$ cat src/rtl/pcef_pkg.sv
// pin change edge flag constants, register indices and carrier types
// assumes a 32-bit apb slave and pins synchronous to core_clk_i
package pcef_pkg;
  // register indices, byte address is four times the index
  localparam logic [11:0] IDX_B_FLAG = 12'he93;
  localparam logic [11:0] IDX_B_FALL = 12'he94;
  localparam logic [11:0] IDX_B_RISE = 12'he95;
  localparam logic [11:0] IDX_C_FLAG = 12'he9b;
  localparam logic [11:0] IDX_C_FALL = 12'he9c;
  localparam logic [11:0] IDX_C_RISE = 12'he9d;
  localparam logic [11:0] IDX_E_FLAG = 12'hea8;
  localparam logic [11:0] IDX_E_FALL = 12'hea9;
  localparam logic [11:0] IDX_E_RISE = 12'heaa;
  localparam logic [11:0] IDX_G_FLAG = 12'heb5;
  localparam logic [11:0] IDX_G_FALL = 12'heb6;
  localparam logic [11:0] IDX_G_RISE = 12'heb7;
  localparam logic [11:0] IDX_EV_STAT = 12'hec0;
  localparam logic [11:0] IDX_EV_MASK = 12'hec1;
  localparam logic [11:0] IDX_CONFIG = 12'hec2;
  localparam logic [11:0] IDX_SUMMARY = 12'hec3;
  // field positions
  localparam int unsigned G5_BIT = 5;
  localparam int unsigned EV_B = 0;
  localparam int unsigned EV_C = 1;
  localparam int unsigned EV_E = 2;
  localparam int unsigned EV_G = 3;
  localparam int unsigned EV_W = 4;
  localparam int unsigned CFG_IE = 0;
  localparam int unsigned CFG_MCLR = 1;
  localparam int unsigned CFG_LVP = 2;
  localparam int unsigned CFG_W = 3;
  localparam int unsigned PIN_W = 25;
  // reset values
  localparam logic [7:0] RST_PORT = 8'h00;
  localparam logic RST_G5_FLAG = 1'b0;
  localparam logic RST_G5_FALL = 1'b0;
  localparam logic RST_G5_RISE = 1'b1;
  localparam logic [3:0] RST_EV = 4'h0;
  localparam logic [2:0] RST_CFG = 3'h0;
  // pin bank, b in the top byte, g5 in bit 0
  typedef struct packed {
    logic [7:0] b;
    logic [7:0] c;
    logic [7:0] e;
    logic g5;
  } pcef_pins_t;
  // apb slave phases
  typedef enum logic [2:0] {
    ST_IDLE = 3'b001,
    ST_WAIT = 3'b010,
    ST_DONE = 3'b100
  } pcef_apb_st_t;
endpackage

$ cat src/rtl/pcef_top.sv
// pin change edge flags: apb registers, edge flags, interrupt
// How it works
// - port b rising edge, enabled, sets flag
// - port b falling edge, enabled, sets flag
// - port c enabled edges set flags
// - port e enabled edges set flags
// - pin g5 enabled edges set flag
// - flag clears by writing zero
// - falling enable arms flag and status
// - disabled edge direction never sets flag
// - reset pin or lvp disables g5
// - port g holds only bit five
// - port e falling enables per pin
// - edges flagged even with interrupt disabled
// - summary is or of all flags
// - edge during clearing write keeps flag
// - rise enables too, both allowed together
// assumes an apb master and pins synchronous to core_clk_i
//
// Design decision made here: register access over APB.
`timescale 1ns/10ps
module pcef_top #(
  parameter int unsigned ADDR_W = 16
) (
  // clock and reset
  input wire logic core_clk_i,
  input wire logic sys_rst_i,
  // apb slave
  input wire logic psel_i,
  input wire logic penable_i,
  input wire logic pwrite_i,
  input wire logic [ADDR_W-1:0] paddr_i,
  input wire logic [31:0] pwdata_i,
  output logic [31:0] prdata_o,
  output logic pready_o,
  output logic pslverr_o,
  // pins
  input wire pcef_pkg::pcef_pins_t pins_i,
  // interrupt and summary
  output logic irq_o,
  output logic summary_o
);
  if (ADDR_W < 15)
  begin
    $error("pcef_top needs ADDR_W of at least 15");
  end

  function automatic logic at_idx(input logic [ADDR_W-1:0] a,
                                  input logic [11:0] idx);
    at_idx = (a == {{(ADDR_W - 14){1'b0}}, idx, 2'b00});
  endfunction

  ////////////////////////////////////////////////////////////////////////
  // apb phases
  pcef_pkg::pcef_apb_st_t state;
  logic wstb;
  logic map_ok;
  logic [31:0] next_rdata;

  always_ff @(posedge core_clk_i)
  begin
    if (sys_rst_i)
    begin
      state <= pcef_pkg::ST_IDLE;
      pready_o <= 1'b0;
      pslverr_o <= 1'b0;
      prdata_o <= 32'h0000_0000;
    end
    else
    begin
      unique case (state)
        pcef_pkg::ST_IDLE:
        begin
          if (psel_i && penable_i)
            state <= pcef_pkg::ST_WAIT;
        end
        pcef_pkg::ST_WAIT:
        begin
          state <= pcef_pkg::ST_DONE;
          pready_o <= 1'b1;
          pslverr_o <= ~map_ok;
          prdata_o <= pwrite_i ? 32'h0000_0000 : next_rdata;
        end
        pcef_pkg::ST_DONE:
        begin
          state <= pcef_pkg::ST_IDLE;
          pready_o <= 1'b0;
          pslverr_o <= 1'b0;
        end
        default:
        begin
          state <= pcef_pkg::ST_IDLE;
          pready_o <= 1'b0;
          pslverr_o <= 1'b0;
        end
      endcase
    end
  end

  // write commits on the completing edge, unmapped writes dropped
  assign wstb = (state == pcef_pkg::ST_DONE) && psel_i && penable_i &&
                pwrite_i && map_ok;

  ////////////////////////////////////////////////////////////////////////
  // enable and control registers
  logic [7:0] fall_b;
  logic [7:0] fall_c;
  logic [7:0] fall_e;
  logic fall_g5;
  logic [7:0] rise_b;
  logic [7:0] rise_c;
  logic [7:0] rise_e;
  logic rise_g5;
  logic [pcef_pkg::CFG_W-1:0] cfg;
  logic [pcef_pkg::EV_W-1:0] ev_mask;

  always_ff @(posedge core_clk_i)
  begin
    if (sys_rst_i)
    begin
      fall_b <= pcef_pkg::RST_PORT;
      fall_c <= pcef_pkg::RST_PORT;
      fall_e <= pcef_pkg::RST_PORT;
      fall_g5 <= pcef_pkg::RST_G5_FALL;
    end
    else if (wstb)
    begin
      if (at_idx(paddr_i, pcef_pkg::IDX_B_FALL))
        fall_b <= pwdata_i[7:0];
      if (at_idx(paddr_i, pcef_pkg::IDX_C_FALL))
        fall_c <= pwdata_i[7:0];
      if (at_idx(paddr_i, pcef_pkg::IDX_E_FALL))
        fall_e <= pwdata_i[7:0];
      if (at_idx(paddr_i, pcef_pkg::IDX_G_FALL))
        fall_g5 <= pwdata_i[pcef_pkg::G5_BIT];
    end
  end

  always_ff @(posedge core_clk_i)
  begin
    if (sys_rst_i)
    begin
      rise_b <= pcef_pkg::RST_PORT;
      rise_c <= pcef_pkg::RST_PORT;
      rise_e <= pcef_pkg::RST_PORT;
      rise_g5 <= pcef_pkg::RST_G5_RISE;
    end
    else if (wstb)
    begin
      if (at_idx(paddr_i, pcef_pkg::IDX_B_RISE))
        rise_b <= pwdata_i[7:0];
      if (at_idx(paddr_i, pcef_pkg::IDX_C_RISE))
        rise_c <= pwdata_i[7:0];
      if (at_idx(paddr_i, pcef_pkg::IDX_E_RISE))
        rise_e <= pwdata_i[7:0];
      if (at_idx(paddr_i, pcef_pkg::IDX_G_RISE))
        rise_g5 <= pwdata_i[pcef_pkg::G5_BIT];
    end
  end

  always_ff @(posedge core_clk_i)
  begin
    if (sys_rst_i)
    begin
      cfg <= pcef_pkg::RST_CFG;
      ev_mask <= pcef_pkg::RST_EV;
    end
    else if (wstb)
    begin
      if (at_idx(paddr_i, pcef_pkg::IDX_CONFIG))
        cfg <= pwdata_i[pcef_pkg::CFG_W-1:0];
      if (at_idx(paddr_i, pcef_pkg::IDX_EV_MASK))
        ev_mask <= pwdata_i[pcef_pkg::EV_W-1:0];
    end
  end

  ////////////////////////////////////////////////////////////////////////
  // edge detection and qualification
  logic [pcef_pkg::PIN_W-1:0] rise_raw;
  logic [pcef_pkg::PIN_W-1:0] fall_raw;
  logic [pcef_pkg::PIN_W-1:0] rise_en;
  logic [pcef_pkg::PIN_W-1:0] fall_en;
  logic [pcef_pkg::PIN_W-1:0] pin_ok;
  logic [pcef_pkg::PIN_W-1:0] hit;
  logic g5_ok;

  pcef_edge_detect #(
    .W(pcef_pkg::PIN_W)
  ) u_edges (
    .core_clk_i(core_clk_i),
    .sys_rst_i(sys_rst_i),
    .level_i(pins_i),
    .rise_o(rise_raw),
    .fall_o(fall_raw)
  );

  // g5 loses its port function under reset pin or lvp
  assign g5_ok = ~(cfg[pcef_pkg::CFG_MCLR] | cfg[pcef_pkg::CFG_LVP]);
  assign pin_ok = {{(pcef_pkg::PIN_W - 1){1'b1}}, g5_ok};
  assign rise_en = {rise_b, rise_c, rise_e, rise_g5};
  assign fall_en = {fall_b, fall_c, fall_e, fall_g5};
  // each direction only through its own enable
  assign hit = ((rise_raw & rise_en) | (fall_raw & fall_en)) & pin_ok;

  ////////////////////////////////////////////////////////////////////////
  // flag banks
  logic [7:0] flag_b;
  logic [7:0] flag_c;
  logic [7:0] flag_e;
  logic [0:0] flag_g;
  logic [7:0] hit_b;
  logic [7:0] hit_c;
  logic [7:0] hit_e;
  logic wr_fb;
  logic wr_fc;
  logic wr_fe;
  logic wr_fg;

  assign hit_b = hit[24:17];
  assign hit_c = hit[16:9];
  assign hit_e = hit[8:1];
  assign wr_fb = wstb && at_idx(paddr_i, pcef_pkg::IDX_B_FLAG);
  assign wr_fc = wstb && at_idx(paddr_i, pcef_pkg::IDX_C_FLAG);
  assign wr_fe = wstb && at_idx(paddr_i, pcef_pkg::IDX_E_FLAG);
  assign wr_fg = wstb && at_idx(paddr_i, pcef_pkg::IDX_G_FLAG);

  pcef_flag_reg #(.W(8)) u_flag_b (
    .core_clk_i(core_clk_i),
    .sys_rst_i(sys_rst_i),
    .set_i(hit_b),
    .wr_i(wr_fb),
    .wdata_i(pwdata_i[7:0]),
    .flags_o(flag_b)
  );

  pcef_flag_reg #(.W(8)) u_flag_c (
    .core_clk_i(core_clk_i),
    .sys_rst_i(sys_rst_i),
    .set_i(hit_c),
    .wr_i(wr_fc),
    .wdata_i(pwdata_i[7:0]),
    .flags_o(flag_c)
  );

  pcef_flag_reg #(.W(8)) u_flag_e (
    .core_clk_i(core_clk_i),
    .sys_rst_i(sys_rst_i),
    .set_i(hit_e),
    .wr_i(wr_fe),
    .wdata_i(pwdata_i[7:0]),
    .flags_o(flag_e)
  );

  pcef_flag_reg #(.W(1)) u_flag_g (
    .core_clk_i(core_clk_i),
    .sys_rst_i(sys_rst_i),
    .set_i(hit[0:0]),
    .wr_i(wr_fg),
    .wdata_i(pwdata_i[pcef_pkg::G5_BIT:pcef_pkg::G5_BIT]),
    .flags_o(flag_g)
  );

  ////////////////////////////////////////////////////////////////////////
  // event status, interrupt and summary
  logic [pcef_pkg::EV_W-1:0] ev_stat;
  logic [pcef_pkg::EV_W-1:0] ev_set;
  logic [pcef_pkg::EV_W-1:0] ev_clr;

  assign ev_set = {hit[0], |hit_e, |hit_c, |hit_b};
  assign ev_clr = (wstb && at_idx(paddr_i, pcef_pkg::IDX_EV_STAT)) ?
                  pwdata_i[pcef_pkg::EV_W-1:0] : '0;

  // set beats a write-one clear
  always_ff @(posedge core_clk_i)
  begin
    if (sys_rst_i)
      ev_stat <= pcef_pkg::RST_EV;
    else
      ev_stat <= (ev_stat & ~ev_clr) | ev_set;
  end

  always_ff @(posedge core_clk_i)
  begin
    if (sys_rst_i)
    begin
      irq_o <= 1'b0;
      summary_o <= 1'b0;
    end
    else
    begin
      irq_o <= (|(ev_stat & ev_mask)) & cfg[pcef_pkg::CFG_IE];
      summary_o <= |{flag_b, flag_c, flag_e, flag_g};
    end
  end

  ////////////////////////////////////////////////////////////////////////
  // read decode, unimplemented g bits read zero
  always_comb
  begin
    next_rdata = 32'h0000_0000;
    map_ok = 1'b1;
    if (at_idx(paddr_i, pcef_pkg::IDX_B_FLAG))
      next_rdata[7:0] = flag_b;
    else if (at_idx(paddr_i, pcef_pkg::IDX_B_FALL))
      next_rdata[7:0] = fall_b;
    else if (at_idx(paddr_i, pcef_pkg::IDX_B_RISE))
      next_rdata[7:0] = rise_b;
    else if (at_idx(paddr_i, pcef_pkg::IDX_C_FLAG))
      next_rdata[7:0] = flag_c;
    else if (at_idx(paddr_i, pcef_pkg::IDX_C_FALL))
      next_rdata[7:0] = fall_c;
    else if (at_idx(paddr_i, pcef_pkg::IDX_C_RISE))
      next_rdata[7:0] = rise_c;
    else if (at_idx(paddr_i, pcef_pkg::IDX_E_FLAG))
      next_rdata[7:0] = flag_e;
    else if (at_idx(paddr_i, pcef_pkg::IDX_E_FALL))
      next_rdata[7:0] = fall_e;
    else if (at_idx(paddr_i, pcef_pkg::IDX_E_RISE))
      next_rdata[7:0] = rise_e;
    else if (at_idx(paddr_i, pcef_pkg::IDX_G_FLAG))
      next_rdata[pcef_pkg::G5_BIT] = flag_g[0];
    else if (at_idx(paddr_i, pcef_pkg::IDX_G_FALL))
      next_rdata[pcef_pkg::G5_BIT] = fall_g5;
    else if (at_idx(paddr_i, pcef_pkg::IDX_G_RISE))
      next_rdata[pcef_pkg::G5_BIT] = rise_g5;
    else if (at_idx(paddr_i, pcef_pkg::IDX_EV_STAT))
      next_rdata[pcef_pkg::EV_W-1:0] = ev_stat;
    else if (at_idx(paddr_i, pcef_pkg::IDX_EV_MASK))
      next_rdata[pcef_pkg::EV_W-1:0] = ev_mask;
    else if (at_idx(paddr_i, pcef_pkg::IDX_CONFIG))
      next_rdata[pcef_pkg::CFG_W-1:0] = cfg;
    else if (at_idx(paddr_i, pcef_pkg::IDX_SUMMARY))
      next_rdata[0] = |{flag_b, flag_c, flag_e, flag_g};
    else
      map_ok = 1'b0;
  end
endmodule

$ cat src/rtl/pcef_edge_detect.sv
// edge detector for a bank of pin levels
// assumes levels already synchronous to core_clk_i
`timescale 1ns/10ps
module pcef_edge_detect #(
  parameter int unsigned W = 25
) (
  // clock and reset
  input wire logic core_clk_i,
  input wire logic sys_rst_i,
  // pin levels
  input wire logic [W-1:0] level_i,
  // one-cycle edge pulses
  output logic [W-1:0] rise_o,
  output logic [W-1:0] fall_o
);
  logic [W-1:0] prev;
  logic primed;

  if (W == 0)
  begin
    $error("pcef_edge_detect needs at least one pin");
  end

  // previous level, first cycle after reset only loads it
  always_ff @(posedge core_clk_i)
  begin
    if (sys_rst_i)
    begin
      prev <= '0;
      primed <= 1'b0;
    end
    else
    begin
      prev <= level_i;
      primed <= 1'b1;
    end
  end

  assign rise_o = primed ? (level_i & ~prev) : '0;
  assign fall_o = primed ? (~level_i & prev) : '0;
endmodule

$ cat src/rtl/pcef_flag_reg.sv
// sticky flag bank, hardware sets, software clears by writing zero
// assumes wr_i is a one-cycle write strobe
`timescale 1ns/10ps
module pcef_flag_reg #(
  parameter int unsigned W = 8
) (
  // clock and reset
  input wire logic core_clk_i,
  input wire logic sys_rst_i,
  // hardware set and software write
  input wire logic [W-1:0] set_i,
  input wire logic wr_i,
  input wire logic [W-1:0] wdata_i,
  // flags
  output logic [W-1:0] flags_o
);
  if (W == 0)
  begin
    $error("pcef_flag_reg needs at least one flag");
  end

  // write can only clear, set beats clear
  always_ff @(posedge core_clk_i)
  begin
    if (sys_rst_i)
      flags_o <= '0;
    else if (wr_i)
      flags_o <= (flags_o & wdata_i) | set_i;
    else
      flags_o <= flags_o | set_i;
  end
endmodule

$ cat config.mk
export PLATFORM = sky130hd
export DESIGN_NAME = pcef_top
export DESIGN_NICKNAME = d
export VERILOG_FILES = /design/src/rtl/pcef_pkg.sv /design/src/rtl/pcef_top.sv /design/src/rtl/pcef_edge_detect.sv /design/src/rtl/pcef_flag_reg.sv
export SDC_FILE = /design/constraint.sdc
export NUM_CORES = 1
export LEC_CHECK = 0
export ABC_AREA = 1
export BUFFER_PORTS_ARGS = -buffer_cell sky130_fd_sc_hd__buf_2
export CAP_MARGIN = 20
export CORE_ASPECT_RATIO = 0.9
export CORE_MARGIN = 2
export CORE_UTILIZATION = 35
export DETAILED_ROUTE_END_ITERATION = 8
export GPL_ROUTABILITY_DRIVEN = 0
export PLACE_DENSITY = 0.63
export SLEW_MARGIN = 10
export SYNTH_ARGS = -nofsm -noshare
export SYNTH_HDL_FRONTEND = slang
export SYNTH_SLANG_ARGS = --single-unit
$ cat constraint.sdc
create_clock -name core_clk_i -period 3 [get_ports core_clk_i]
set_clock_uncertainty 0.05 [all_clocks]
set_input_delay 0.6 -clock core_clk_i [delete_from_list [all_inputs] [get_ports core_clk_i]]
set_output_delay 0.6 -clock core_clk_i [all_outputs]
set_load 0.02 [all_outputs]
==> qor.yml <==
status: "complete, no violations"
ir_worst_vdd_uv: 371.2
grt_pass1_vias: 5661
ctsHoldBuffers: 0
rsz0062_at_grt: "no"
grt_pass1_wl_microns: 30340
critPathSlowestCell: "buf_4"
cts.sinks: 127
critPathBufInv: 7
drc_errors: 0
yosysWarnings: 0
syn_inst: 906
die_h_microns: 131.3
setup_viol: 0
syn_avg_cell_area_sq_um: 6.959
placedCellCount: 1209
synth_area_leaders: "dfxtp_1 40%, nand2_1 11%, a21oi_1 8.8%"
cap_viol_max_count: 0
async_flop_share_pct: 0
cpPeakStageDelay_ns: 0.26
antenna_found_initial: 1
fillCellCount: 1875
cts_resized: 0
ant_nets: 0
worst_pin_slew_ns: 0.7795
synth_common_cells: "182 x nand2_1, 127 x dfxtp_1, 112 x nor2_1, 111 x a21oi_1, 103 x inv_1"
synth_largest_area_cell: "dfxtp_1"
worstPathRequired_ns: 3.26
gr-total-overflow: 0
hpwl_microns: 13760
routed_wl_microns: 18810
grt_max_degree: 67
worstPathCellList: "buf_2 -> nand2_1 -> inv_1 -> nand2_1 -> nor2_2 -> buf_4 -> nand3_4 -> inv_2 -> nor2_2 -> inv_2 -> nor3_2 -> nand4_2 -> nand2_2 -> buf_4 -> nor2_2 -> buf_4 -> o21ai_0 -> a21oi_1"
syn_to_final_growth_pct: 18.73
clk_pin_slew_ns: 0.06
ys_seq_area_share_pct: 40.33
final_cells: 1242
postCtsSetupBuffers: 0
fin_tns_setup_ns: 0
power_density_mw_per_mm2: 544.8
clk_latency_ns: 0.43
yosysMostFrequentCell: "nand2_1"
drv_slew: 0
ys_ff_latch: 127
die_w_microns: 145.5
arrival_ns: 2.69
wl_per_cell_microns: 15.15
synth_edf_count: 0
p_leak_nw: 3.289
yosysUniqueCellTypes: 43
path_max_fanout: 14
period_needed_ns: 2.432
hold_ws_ns: 0.3403
crit_type: "in -> reg"
fin_util_pct: 42.50
drt_pass1_iterations: 5
vias: 6154
grt_util_all_layers_pct: 20.08
cts_tree: "built"
cp-end-kind: "flip-flop"
dieArea_sq_mm: 0.01911
drt_iter0_drc: 654
start_kind: "input pin"
num_rows: 46
nets: 1066
htree_levels: 4
hold_class: "in -> reg"
initial_utilization_pct: 35.80
drive_gt1_share_pct: 16.28
cts_buffers: 17
fmax_mhz: 411.2
synth_top_area_share_pct: 40.33
cts-root-buf: "clkbuf_16"
cpLargestDelayFamily: "simple AND/OR/NAND/NOR gates"
vias_per_cell: 4.955
finalHoldViolCount: 0
timing.final.crit_share_pct: 81.07
synthFlopType: "dfxtp_1"
io_pins: 114
synthesis.area_sq_mm: 0.006305
ctsLongestPathBuffers: 2
coreArea_sq_mm: 0.01761
portBuffers: 65
slew_headroom_pct: 48.03
flip-flops by register name, summed over array words and instances (netlist names):
| name | cells |
|---|---|
| fall_c | 8 |
| fall_e | 8 |
| u_flag_g.flags_o | 1 |
| irq_o | 1 |
| rise_b | 8 |
| rise_g5 | 1 |
| fall_b | 8 |
| pready_o | 1 |
| ev_stat | 4 |
| state | 3 |
| ev_mask | 4 |
| fall_g5 | 1 |
| u_edges.primed | 1 |
| u_flag_b.flags_o | 8 |
| u_edges.prev | 25 |
| u_flag_c.flags_o | 8 |
| cfg | 3 |
| rise_c | 8 |
| pslverr_o | 1 |
| rise_e | 8 |
| prdata_o | 8 |
| u_flag_e.flags_o | 8 |
| summary_o | 1 |
worst paths after layout:
check / start / to / slack [ns] / cells past startpoint
max: paddr_i[13] / fall_e[7]$_SDFFE_PP0P_ / 0.57 / 18
min: pins_i[1] / u_edges.prev[1]$_SDFF_PP0_ / 0.34 / 3
max reg2reg: u_flag_b.flags_o[1]$_SDFF_PP0_ / prdata_o[0]$_SDFFE_PP0P_ / 0.88 / 18
min reg2reg: pready_o$_SDFFE_PP0N_ / pready_o$_SDFFE_PP0N_ / 0.39 / 2
logic make-up (layout without fill, tap and decap cells):
kind of cell | count (synthesis) | count (layout) | share of synthesized area (%)
simple gates | 383 | 383 | 28.22
flops | 127 | 127 | 40.33
buf+inv | 170 | 242 | 12.26
other cells | 1 | 25 | 0.05948
compound gates | 225 | 225 | 19.13
report_power, final:
group	switching [W]	leakage [nW]	total, W	internal, W
Combinational	0.000190	1.97	0.000267	0.0000772
Sequential	0.0000242	1.03	0.00175	0.00173
Clock	0.000830	0.288	0.00206	0.00123
metal layers:
layer	track usage, %	vias to the layer above	share of wire, %
met5	0	-	0
met4	6.209	0	1.7
met3	4.826	28	7.2
met2	29.20	259	42
met1	29.21	2781	49
li1	-	3086	-
cell usage in the layout (no fill, tap or decap), types with 4 or more instances in the layout:
| cell type | instances |
|---|---|
| nand2_1 | 182 |
| dfxtp_1 | 127 |
| nor2_1 | 112 |
| a21oi_1 | 111 |
| inv_1 | 103 |
| o21ai_0 | 81 |
| buf_2 | 65 |
| buf_4 | 28 |
| conb_1 | 24 |
| nand3_1 | 23 |
| clkbuf_16 | 17 |
| nand4_1 | 15 |
| nor2_2 | 9 |
| clkinv_1 | 8 |
| nor3_1 | 8 |
| clkinv_4 | 8 |
| inv_2 | 6 |
| nor2_4 | 6 |
| o21ai_1 | 6 |
| a41oi_1 | 6 |
| nor4_1 | 5 |
| nor2_8 | 4 |
tightest hold or removal path: stages:
cell	delay [ns]
buf_2	0.11
inv_1	0.04
nor2_1	0.03
cell type report:
cell class              instances  area, sq um  area share (%)
diodes                          1        2.502         0.03343
clock buffers                  17        425.4           5.683
clock inverters                15        165.2           2.206
inverters                     117        439.2           5.867
multi-input cells             632         3075           41.08
flip-flops and latches        127         2542           33.96
well taps                     240        300.3           4.011
repair buffers                 93        535.5           7.154
per-stage QoR:
| stage | worst slack (ns) | power, W | instance area (sq um) |
|---|---|---|---|
| 2_1_floorplan | 0.5847 | 0.001959 | 6391 |
| 3_3_place_gp | 0.1923 | 0.002047 | 6893 |
| 3_5_place_dp | 0.1380 | 0.002050 | 6893 |
| 4_1_cts | 0.5747 | 0.004102 | 7483 |
| 5_1_grt | 0.3429 | 0.004216 | 7483 |
| 6_report | 0.5679 | 0.004079 | 7486 |
Note: power is estimated with default switching activity, not from simulation.
